--- src/hdl/rsf_params.svh ---
// Summary of operation
// (RULE1) Event counter registers reset to 00H
// (RULE2) Interval timer and carrier registers reset 00H
// (RULE3) Watch mode and clock output reset 00H
// (RULE4) Watchdog enable loads 1AH or 9AH
// (RULE5) Converter result and control registers reset zero
// (RULE6) First UART loads FFH, 01H, 00H, 1FH
// (RULE7) Second UART loads FFH, 01H, 16H, 00H
// (RULE8) Clocked serial port registers reset 00H
// (RULE9) Auto port divisor 03H, others 00H
// (RULE10) Two-wire port registers reset 00H
// (RULE11) Multiplier/divider registers reset to zero
// (RULE12) Key return mode resets 00H
// (RULE13) Irq flags, edges 00H; masks, priorities FFH
// (RULE14) Values held unchanged after reset release
// (RULE15) Watchdog flag: pin/power clear, watchdog sets
// (RULE16) Low-voltage flag set by detector, watchdog holds
// (RULE17) Low-voltage registers cleared except by detector
// (RULE18) Flag register cleared by pin, power, read
// (RULE19) Values loaded synchronously, visible after release
`ifndef RSF_PARAMS_SVH
`define RSF_PARAMS_SVH

// ==========================================================
// Register indices
`define RSF_EVT_BASE 7'h00
`define RSF_INTV_BASE 7'h08
`define RSF_WATCH_MODE 7'h0f
`define RSF_CLK_OUT_SEL 7'h10
`define RSF_WATCHDOG_ENABLE_REG 7'h11
`define RSF_CONV_BASE 7'h12
`define RSF_UARTA_RX 7'h18
`define RSF_UARTA_TXS 7'h19
`define RSF_UARTA_MODE 7'h1a
`define RSF_UARTA_ERR 7'h1b
`define RSF_UARTA_BAUD 7'h1c
`define RSF_UARTB_RX 7'h1d
`define RSF_UARTB_TX 7'h1e
`define RSF_UARTB_MODE 7'h1f
`define RSF_UARTB_ERR 7'h20
`define RSF_UARTB_TXST 7'h21
`define RSF_UARTB_CLK 7'h22
`define RSF_UARTB_BAUD 7'h23
`define RSF_UARTB_CTRL 7'h24
`define RSF_ISC 7'h25
`define RSF_SYNC_BASE 7'h26
`define RSF_AUTO_BASE 7'h2e
`define RSF_AUTO_DIVISOR 7'h31
`define RSF_TWOWIRE_BASE 7'h36
`define RSF_MULDIV_BASE 7'h3d
`define RSF_KEY_MODE 7'h44
`define RSF_IRQ_REQ_BASE 7'h45
`define RSF_IRQ_MASK_BASE 7'h49
`define RSF_IRQ_PRIO_BASE 7'h4d
`define RSF_EDGE_BASE 7'h51
`define RSF_GEN_LAST 7'h52
`define RSF_RESET_SOURCE_FLAGS_IDX 7'h53
`define RSF_LOWVOLT_CONTROL_IDX 7'h54
`define RSF_LOWVOLT_LEVEL_SEL_IDX 7'h55

// ==========================================================
// Reset values and fields
`define RSF_ZERO 8'h00
`define RSF_WATCHDOG_ENABLE_REG_VAL_A 8'h1a
`define RSF_WATCHDOG_ENABLE_REG_VAL_B 8'h9a
`define RSF_UART_BUF_VAL 8'hff
`define RSF_UART_MODE_VAL 8'h01
`define RSF_UARTA_BAUD_VAL 8'h1f
`define RSF_UARTB_BAUD_VAL 8'hff
`define RSF_UARTB_CTRL_VAL 8'h16
`define RSF_AUTO_DIV_VAL 8'h03
`define RSF_IRQ_MASK_VAL 8'hff
`define RSF_WATCHDOG_RESET_FLAG_BIT 4
`define RSF_LOWVOLT_RESET_FLAG_BIT 0

`endif

--- src/hdl/rsf_pkg.sv ---
package rsf_pkg;
`include "rsf_params.svh"

	typedef logic [6:0] rsf_idx_t;
	typedef logic [7:0] rsf_byte_t;

	typedef struct packed {
		rsf_byte_t [`RSF_GEN_LAST:0] gen;
		logic wdt_flag;
		logic lvi_flag;
		rsf_byte_t lv_ctrl;
		rsf_byte_t lv_level;
		rsf_byte_t rd_data;
		logic rst_active;
	} rsf_state_s;

	typedef struct packed {
		logic [2:0] s1;
		logic [2:0] s2;
		logic [2:0] s3;
		logic [2:0] out;
	} rsf_sync_s;
endpackage

--- src/hdl/rsf_reset_values.sv ---
`timescale 1ns/100ps
`include "rsf_params.svh"
module rsf_reset_values (
	input wire logic CORE_CLK,
	input wire logic SRST,
	input wire logic PIN_RESET,
	input wire logic POWER_ON_CLEAR,
	input wire logic WATCHDOG_UNIT,
	input wire logic LOWVOLT_DETECTOR,
	input wire logic WATCHDOG_ENABLE_REG_OPTION,
	input wire logic WR_EN,
	input wire logic [6:0] WR_IDX,
	input wire logic [7:0] WR_DATA,
	input wire logic RD_EN,
	input wire logic [6:0] RD_IDX,
	output logic [7:0] RD_DATA,
	output logic RESET_ACTIVE,
	output logic WATCHDOG_RESET_FLAG,
	output logic LOWVOLT_RESET_FLAG,
	output logic [7:0] LOWVOLT_CONTROL,
	output logic [7:0] LOWVOLT_LEVEL_SEL
);
	rsf_pkg::rsf_state_s s_q;
	rsf_pkg::rsf_state_s s_d;
	logic [4:0] src_sync;
	logic pin_s;
	logic poc_s;
	logic wdt_s;
	logic lvi_s;
	logic opt_s;
	logic rst_any;
	logic clear_src;

	// ======================================================
	// Source capture; option strap shares the filter
	rsf_sync #(
		.WIDTH(5)
	) u_sync (
		.clk(CORE_CLK),
		.srst(SRST),
		.async_in({WATCHDOG_ENABLE_REG_OPTION, LOWVOLT_DETECTOR, WATCHDOG_UNIT,
			POWER_ON_CLEAR, PIN_RESET}),
		.sync_out(src_sync)
	);

	assign pin_s = src_sync[0];
	assign poc_s = src_sync[1];
	assign wdt_s = src_sync[2];
	assign lvi_s = src_sync[3];
	assign opt_s = src_sync[4];

	// ======================================================
	// Reset value per register index
	function automatic rsf_pkg::rsf_byte_t rst_val(
		input rsf_pkg::rsf_idx_t idx,
		input logic opt
	);
		rst_val = `RSF_ZERO; // [RULE1] [RULE2] [RULE3] [RULE5] [RULE8]
		// Masks and priorities sit back to back, both all ones
		if (idx >= `RSF_IRQ_MASK_BASE && idx < `RSF_EDGE_BASE) begin
			rst_val = `RSF_IRQ_MASK_VAL; // [RULE13]
		end
		case (idx)
			`RSF_WATCHDOG_ENABLE_REG: begin
				rst_val = opt ? `RSF_WATCHDOG_ENABLE_REG_VAL_B : `RSF_WATCHDOG_ENABLE_REG_VAL_A; // [RULE4]
			end
			`RSF_UARTA_RX, `RSF_UARTA_TXS: begin
				rst_val = `RSF_UART_BUF_VAL; // [RULE6]
			end
			`RSF_UARTA_MODE, `RSF_UARTB_MODE: begin
				rst_val = `RSF_UART_MODE_VAL; // [RULE6] [RULE7]
			end
			`RSF_UARTA_BAUD: begin
				rst_val = `RSF_UARTA_BAUD_VAL; // [RULE6]
			end
			`RSF_UARTB_RX, `RSF_UARTB_TX: begin
				rst_val = `RSF_UART_BUF_VAL; // [RULE7]
			end
			`RSF_UARTB_BAUD: begin
				rst_val = `RSF_UARTB_BAUD_VAL; // [RULE7]
			end
			`RSF_UARTB_CTRL: begin
				rst_val = `RSF_UARTB_CTRL_VAL; // [RULE7]
			end
			`RSF_AUTO_DIVISOR: begin
				rst_val = `RSF_AUTO_DIV_VAL; // [RULE9]
			end
			default: begin
			end
		endcase
		// Two-wire, muldiv, key and request flags keep zero
		// [RULE10] [RULE11] [RULE12]
	endfunction

	function automatic rsf_pkg::rsf_byte_t flag_byte(
		input logic wdt,
		input logic lowvolt_detector
	);
		flag_byte = `RSF_ZERO;
		flag_byte[`RSF_WATCHDOG_RESET_FLAG_BIT] = wdt;
		flag_byte[`RSF_LOWVOLT_RESET_FLAG_BIT] = lowvolt_detector;
	endfunction

	// ======================================================
	// Next state
	assign rst_any = SRST | pin_s | poc_s | wdt_s | lvi_s;
	// Power-up reset of this block counts as power-on clear
	assign clear_src = SRST | pin_s | poc_s;

	always_comb begin
		s_d = s_q;
		s_d.rst_active = rst_any;
		if (rst_any) begin
			// Reloaded every cycle so release shows them at once
			for (int i = 0; i <= int'(`RSF_GEN_LAST); i++) begin
				s_d.gen[i] = rst_val(7'(i), opt_s); // [RULE19] [RULE14]
			end
			s_d.rd_data = `RSF_ZERO;
			if (clear_src) begin
				s_d.wdt_flag = 1'b0; // [RULE15] [RULE18]
				s_d.lvi_flag = 1'b0; // [RULE18]
			end
			// Sets applied last so they win over a coincident clear
			if (wdt_s) begin
				s_d.wdt_flag = 1'b1; // [RULE15]
			end
			if (lvi_s) begin
				s_d.lvi_flag = 1'b1; // [RULE16]
			end
			// A detector-only reset leaves its own settings intact
			if (clear_src | wdt_s) begin
				s_d.lv_ctrl = `RSF_ZERO; // [RULE17]
				s_d.lv_level = `RSF_ZERO; // [RULE17]
			end
		end else begin
			// Outside reset nothing reloads the values [RULE14]
			if (WR_EN) begin
				if (WR_IDX <= `RSF_GEN_LAST) begin
					s_d.gen[WR_IDX] = WR_DATA;
				end else if (WR_IDX == `RSF_LOWVOLT_CONTROL_IDX) begin
					s_d.lv_ctrl = WR_DATA;
				end else if (WR_IDX == `RSF_LOWVOLT_LEVEL_SEL_IDX) begin
					s_d.lv_level = WR_DATA;
				end
			end
			if (RD_EN) begin
				if (RD_IDX <= `RSF_GEN_LAST) begin
					s_d.rd_data = s_q.gen[RD_IDX];
				end else if (RD_IDX == `RSF_RESET_SOURCE_FLAGS_IDX) begin
					s_d.rd_data = flag_byte(s_q.wdt_flag, s_q.lvi_flag);
					s_d.wdt_flag = 1'b0; // [RULE18]
					s_d.lvi_flag = 1'b0; // [RULE18]
				end else if (RD_IDX == `RSF_LOWVOLT_CONTROL_IDX) begin
					s_d.rd_data = s_q.lv_ctrl;
				end else if (RD_IDX == `RSF_LOWVOLT_LEVEL_SEL_IDX) begin
					s_d.rd_data = s_q.lv_level;
				end else begin
					s_d.rd_data = `RSF_ZERO;
				end
			end
		end
	end

	always_ff @(posedge CORE_CLK) begin
		s_q <= s_d;
	end

	// ======================================================
	// Outputs
	assign RD_DATA = s_q.rd_data;
	assign RESET_ACTIVE = s_q.rst_active;
	assign WATCHDOG_RESET_FLAG = s_q.wdt_flag;
	assign LOWVOLT_RESET_FLAG = s_q.lvi_flag;
	assign LOWVOLT_CONTROL = s_q.lv_ctrl;
	assign LOWVOLT_LEVEL_SEL = s_q.lv_level;
endmodule

--- src/hdl/rsf_sync.sv ---
`timescale 1ns/100ps
module rsf_sync #(
	parameter int WIDTH = 3
) (
	input wire logic clk,
	input wire logic srst,
	input wire logic [WIDTH-1:0] async_in,
	output logic [WIDTH-1:0] sync_out
);
	typedef struct packed {
		logic [WIDTH-1:0] s1;
		logic [WIDTH-1:0] s2;
		logic [WIDTH-1:0] s3;
		logic [WIDTH-1:0] out;
	} rsf_sync_st_s;

	rsf_sync_st_s s_q;
	rsf_sync_st_s s_d;

	// ======================================================
	// Three stages; a level counts once stages two and three agree
	always_comb begin
		s_d = s_q;
		s_d.s1 = async_in;
		s_d.s2 = s_q.s1;
		s_d.s3 = s_q.s2;
		for (int i = 0; i < WIDTH; i++) begin
			if (s_q.s2[i] == s_q.s3[i]) begin
				s_d.out[i] = s_q.s3[i];
			end
		end
		// Reset preloads the live level, so a strap such as the
		// watchdog option is already valid before reset lets go
		if (srst) begin
			s_d.s1 = async_in;
			s_d.s2 = async_in;
			s_d.s3 = async_in;
			s_d.out = async_in;
		end
	end

	always_ff @(posedge clk) begin
		s_q <= s_d;
	end

	assign sync_out = s_q.out;
endmodule

--- config.mk ---
export PLATFORM = sky130hd
export DESIGN_NAME = rsf_reset_values
export DESIGN_NICKNAME = d
export VERILOG_FILES = /design/src/hdl/rsf_pkg.sv /design/src/hdl/rsf_reset_values.sv /design/src/hdl/rsf_sync.sv
export VERILOG_INCLUDE_DIRS = /design/src /design/src/hdl
export SDC_FILE = /design/constraint.sdc
export NUM_CORES = 2
export LEC_CHECK = 0
export CORE_MARGIN = 1.5
export CORE_UTILIZATION = 55
export DETAILED_ROUTE_END_ITERATION = 16
export DONT_BUFFER_PORTS = 1
export PLACE_DENSITY = 0.7
export SYNTH_ARGS = -nofsm -noshare
export SYNTH_HDL_FRONTEND = slang
export SYNTH_SLANG_ARGS = --single-unit
--- constraint.sdc ---
create_clock -name CORE_CLK -period 2.7 [get_ports CORE_CLK]
set_clock_uncertainty 0.15 [all_clocks]
set_input_delay 0.135 -clock CORE_CLK [delete_from_list [all_inputs] [get_ports CORE_CLK]]
set_output_delay 0.135 -clock CORE_CLK [all_outputs]
set_load 0.03 [all_outputs]
==> metrics.txt <==
# TYPE chip_impl_metric gauge
chip_impl_info{name="outcome",value="complete, no violations"} 1
chip_impl_info{name="synthDominantAreaCellType",value="sky130_fd_sc_hd__dfxtp_1"} 1
chip_impl_metric{name="grt_antenna_before_repair",unit=""} 1
chip_impl_metric{name="cap_viol_max_count",unit=""} 0
chip_impl_metric{name="final-hold-violation-count",unit=""} 0
chip_impl_metric{name="row_count",unit=""} 88
chip_impl_metric{name="hold_slack",unit="ns"} 0.0373
chip_impl_metric{name="path_buf_inv",unit=""} 3
chip_impl_info{name="path_cells",value="or4_4 > nor2_4 > buf_4 > buf_16 > buf_4 > nand3_1"} 1
chip_impl_info{name="ctsRootBufferMaster",value="sky130_fd_sc_hd__clkbuf_16"} 1
chip_impl_info{name="critical-path-top-cell-by-count",value="sky130_fd_sc_hd__buf_4"} 1
chip_impl_metric{name="synth-simple-area-share",unit="%"} 19.2
chip_impl_metric{name="synth_cell_types",unit=""} 70
chip_impl_info{name="tritoncts",value="done"} 1
chip_impl_metric{name="power.ir.vdd_worst",unit="mV"} 0.478
chip_impl_metric{name="hpwl",unit="µm"} 58500
chip_impl_metric{name="clk_transition_reported_paths",unit="ns"} 0.06
chip_impl_metric{name="netlist.area_leader.share",unit="%"} 42.7
chip_impl_metric{name="drc_errors",unit=""} 0
chip_impl_metric{name="netlist_instances",unit=""} 3765
chip_impl_metric{name="floorplan.die_area",unit="µm²"} 59400
chip_impl_metric{name="post_synth_fa_ha_maj_area_fraction",unit="%"} 0
chip_impl_metric{name="min_delay_path_depth",unit=""} 4
chip_impl_metric{name="ff_latch_area",unit="µm²"} 14500
chip_impl_metric{name="grt_start_max_net_pins",unit=""} 208
chip_impl_metric{name="pwr_density_cell",unit="nW/µm²"} 632
chip_impl_metric{name="timing.final.crit_period",unit="ns"} 2.61
chip_impl_metric{name="worst-endpoint-arrival",unit="ns"} 2.95
chip_impl_info{name="crit_path_start_kind",value="flip-flop"} 1
chip_impl_info{name="synth_top_family_by_area",value="simple AND/OR/NAND/NOR gates"} 1
chip_impl_metric{name="fmax",unit="MHz"} 383
chip_impl_metric{name="dpl_worst_slack",unit="ns"} 0.238
chip_impl_info{name="synth_most_common_cell",value="sky130_fd_sc_hd__nand2_1"} 1
chip_impl_metric{name="syn_area",unit="µm²"} 31800
chip_impl_metric{name="setup_viol",unit=""} 0
chip_impl_metric{name="grt_pass1_wl",unit="µm"} 161000
chip_impl_metric{name="cts_made_buffers",unit=""} 74
chip_impl_metric{name="multiInputGateArea",unit="µm²"} 15600
chip_impl_metric{name="postSynth.asyncResetShare",unit="%"} 0
chip_impl_metric{name="global_route.usage.total",unit="%"} 34.8
chip_impl_metric{name="slew_headroom",unit="%"} 20.2
chip_impl_metric{name="iteration_0_drc_count_of_the_detailed_router",unit=""} 3361
chip_impl_metric{name="synth_compound_area_share",unit="%"} 16.4
chip_impl_metric{name="avgSynthCellArea",unit="µm²"} 8.46
chip_impl_info{name="synth.top_cells.by_area",value="sky130_fd_sc_hd__dfxtp_1 43%, sky130_fd_sc_hd__mux4_2 9.8%, sky130_fd_sc_hd__nand2_1 9.7%"} 1
chip_impl_metric{name="synth_nets",unit=""} 3796
chip_impl_metric{name="wl_per_cell",unit="µm"} 23.7
chip_impl_metric{name="number_of_global_route_vias_before_repair",unit=""} 26500
chip_impl_metric{name="finalCritPeriodShare",unit="%"} 96.7
chip_impl_metric{name="vias",unit=""} 28700
chip_impl_metric{name="layout-area-overhead-vs-synth",unit="%"} 11.7
chip_impl_metric{name="boundaryPins",unit=""} 58
chip_impl_metric{name="synth_xor_xnor_area_share",unit="%"} 0.138
chip_impl_metric{name="place_congestion",unit=""} 0.914
chip_impl_metric{name="synth_seq_cells",unit=""} 711
chip_impl_metric{name="synth_edf_count",unit=""} 31
chip_impl_metric{name="slew_viol_final",unit=""} 0
chip_impl_metric{name="h-tree-depth",unit=""} 3
chip_impl_metric{name="core_ar",unit="µm²"} 57500
chip_impl_metric{name="synth_sequential_area_ratio",unit="%"} 45.7
chip_impl_info{name="holdCritPathClass",value="in -> reg"} 1
chip_impl_info{name="yosys_most_used_dff",value="sky130_fd_sc_hd__dfxtp_1"} 1
chip_impl_metric{name="grt_remaining_overflow",unit=""} 0
chip_impl_metric{name="cp.required",unit="ns"} 3.04
chip_impl_metric{name="worstSkewPairLatency",unit="ns"} 0.62
chip_impl_metric{name="dr.pass1.iters",unit=""} 8
chip_impl_metric{name="post_drt_via_cell_ratio",unit=""} 6.43
chip_impl_metric{name="leakage",unit="nW"} 11.3
chip_impl_metric{name="final_nets",unit=""} 3687
chip_impl_metric{name="fillerInstances",unit=""} 4904
chip_impl_metric{name="cp_slowest_stage_delay",unit="ns"} 0.62
chip_impl_metric{name="setup_slack",unit="ns"} 0.0882
chip_impl_info{name="criticalPathCategory",value="reg -> reg"} 1
chip_impl_metric{name="x_dimension_of_the_die",unit="µm"} 244
chip_impl_metric{name="ant_nets",unit=""} 0
chip_impl_metric{name="clock_sinks",unit=""} 711
chip_impl_metric{name="synth_mux_area_share",unit="%"} 12.8
chip_impl_metric{name="wirelength",unit="µm"} 106000
chip_impl_info{name="worst_path_dominant_cell_family",value="simple AND/OR/NAND/NOR gates"} 1
chip_impl_metric{name="dieHeight",unit="µm"} 244
chip_impl_info{name="synthTopCellsByCount",value="826 x sky130_fd_sc_hd__nand2_1, 680 x sky130_fd_sc_hd__dfxtp_1, 545 x sky130_fd_sc_hd__a21oi_1"} 1
chip_impl_metric{name="final_layout_size_suffix_gt1_share",unit="%"} 12.0
chip_impl_metric{name="cp_num_cells",unit=""} 6
chip_impl_metric{name="initial_utilization",unit="%"} 55.4
chip_impl_info{name="setup.worst_path.end_class",value="flip-flop"} 1
chip_impl_metric{name="place.port_buffers",unit=""} 0
chip_impl_metric{name="timing_worst_slew_pin_value",unit="ns"} 1.19
chip_impl_info{name="slowest_stage",value="sky130_fd_sc_hd__or4_4"} 1
chip_impl_metric{name="clock_path_buffers",unit=""} 3
chip_impl_metric{name="cp_max_fo",unit=""} 104
chip_impl_metric{name="timing.reg2reg.worst_path_depth",unit=""} 6
chip_impl_metric{name="synth.yosys.warnings",unit=""} 0
[sequential cells by signal, indices dropped and copies added, names as in the netlist]
register,cells
WATCHDOG_RESET_FLAG,1
RD_DATA,8
LOWVOLT_RESET_FLAG,1
RESET_ACTIVE,1
s_q,664
LOWVOLT_LEVEL_SEL,8
u_sync.sync_out,5
LOWVOLT_CONTROL,8
u_sync.s_q,15
[logic make-up after synthesis]
family,count (synthesis)
xor gates and xnor gates,5
and+or+nand+nor,1417
DFF,711
muxes,231
buffers and inverters,410
AOI/OAI and AO/OA,991
[power by group]
group          internal (W)  total, W  switching (W)
Combinational      0.000438   0.00144        0.00100
Clock               0.00599    0.0103        0.00429
Sequential           0.0106    0.0108       0.000123
Total                0.0171    0.0225        0.00542
[path summary, 6_finish.rpt]
kind,slack [ns],startpoint,end
worst min-delay path,0.04,WR_IDX[4],s_q[480]
worst min register to register,0.29,u_sync.s_q[15],u_sync.s_q[10]
worst max-delay path,0.09,u_sync.sync_out[0],s_q[663]
worst max register to register,0.09,u_sync.sync_out[0],s_q[663]
[layout make-up]
cell class | count | area share [%]
timing repair inverter | 2 | 0.0492
multi-input combinational | 2644 | 43.7
clock buffer | 102 | 6.01
timing repair buffer | 196 | 5.58
tap | 765 | 2.69
antenna | 3 | 0.0211
sequential | 711 | 40.9
clock inverter | 23 | 0.707
inverter | 27 | 0.320
[cells in the final DEF, fill, tap and decap left out, types with 16 or more instances in the layout]
cell	count
sky130_fd_sc_hd__nand2_1	824
sky130_fd_sc_hd__dfxtp_1	680
sky130_fd_sc_hd__a21oi_1	545
sky130_fd_sc_hd__nand3_1	391
sky130_fd_sc_hd__o21ai_0	338
sky130_fd_sc_hd__mux4_2	139
sky130_fd_sc_hd__buf_4	116
sky130_fd_sc_hd__nor2_1	83
sky130_fd_sc_hd__clkbuf_16	75
sky130_fd_sc_hd__mux2i_1	62
sky130_fd_sc_hd__dlygate4sd3_1	54
sky130_fd_sc_hd__edfxtp_1	31
sky130_fd_sc_hd__mux2_2	27
sky130_fd_sc_hd__inv_1	25
sky130_fd_sc_hd__nor3_1	19
sky130_fd_sc_hd__o22ai_1	19
sky130_fd_sc_hd__clkbuf_8	16
[routing by layer]
metal,track usage (%),part of all wire (%),vias up
met4,17.2,4.9,0
met3,7.72,11,307
met2,53.5,45,1577
li1,-,-,13000
met5,0,0,-
met1,46.3,39,13900
[tightest hold or removal path, delay by kind of cell]
| kind | cells | cell delay (ns) |
|---|---|---|
| simple gates | 1 | 0.11 |
| buf+inv | 1 | 0.20 |
| compound gates | 2 | 0.24 |
[stage by stage]
| step | total power (W) | cell area [µm²] | utilization, % | std cells | setup TNS, ns |
|---|---|---|---|---|---|
| after floorplan | 0.0119 | 31800 | - | 3765 | 0 |
| after global placement | 0.0120 | 32300 | 56.2 | 4272 | 0 |
| after detailed placement | 0.0120 | 32300 | 56.2 | 4272 | 0 |
| after CTS | 0.0224 | 35500 | 61.7 | 4463 | 0 |
| after global routing | 0.0230 | 35600 | 61.9 | 4471 | -0.0186 |
| final | 0.0225 | 35600 | 61.9 | 4473 | 0 |
[timing repair]
action                                 4_1_cts  5_1_grt
buffers inserted                             0        6
gates resized for setup                      0       10
setup endpoints to repair                    0        4
hold buffers                                66        0
endpoints found under the hold margin      732        0
Note: power is estimated with default switching activity, not from simulation.
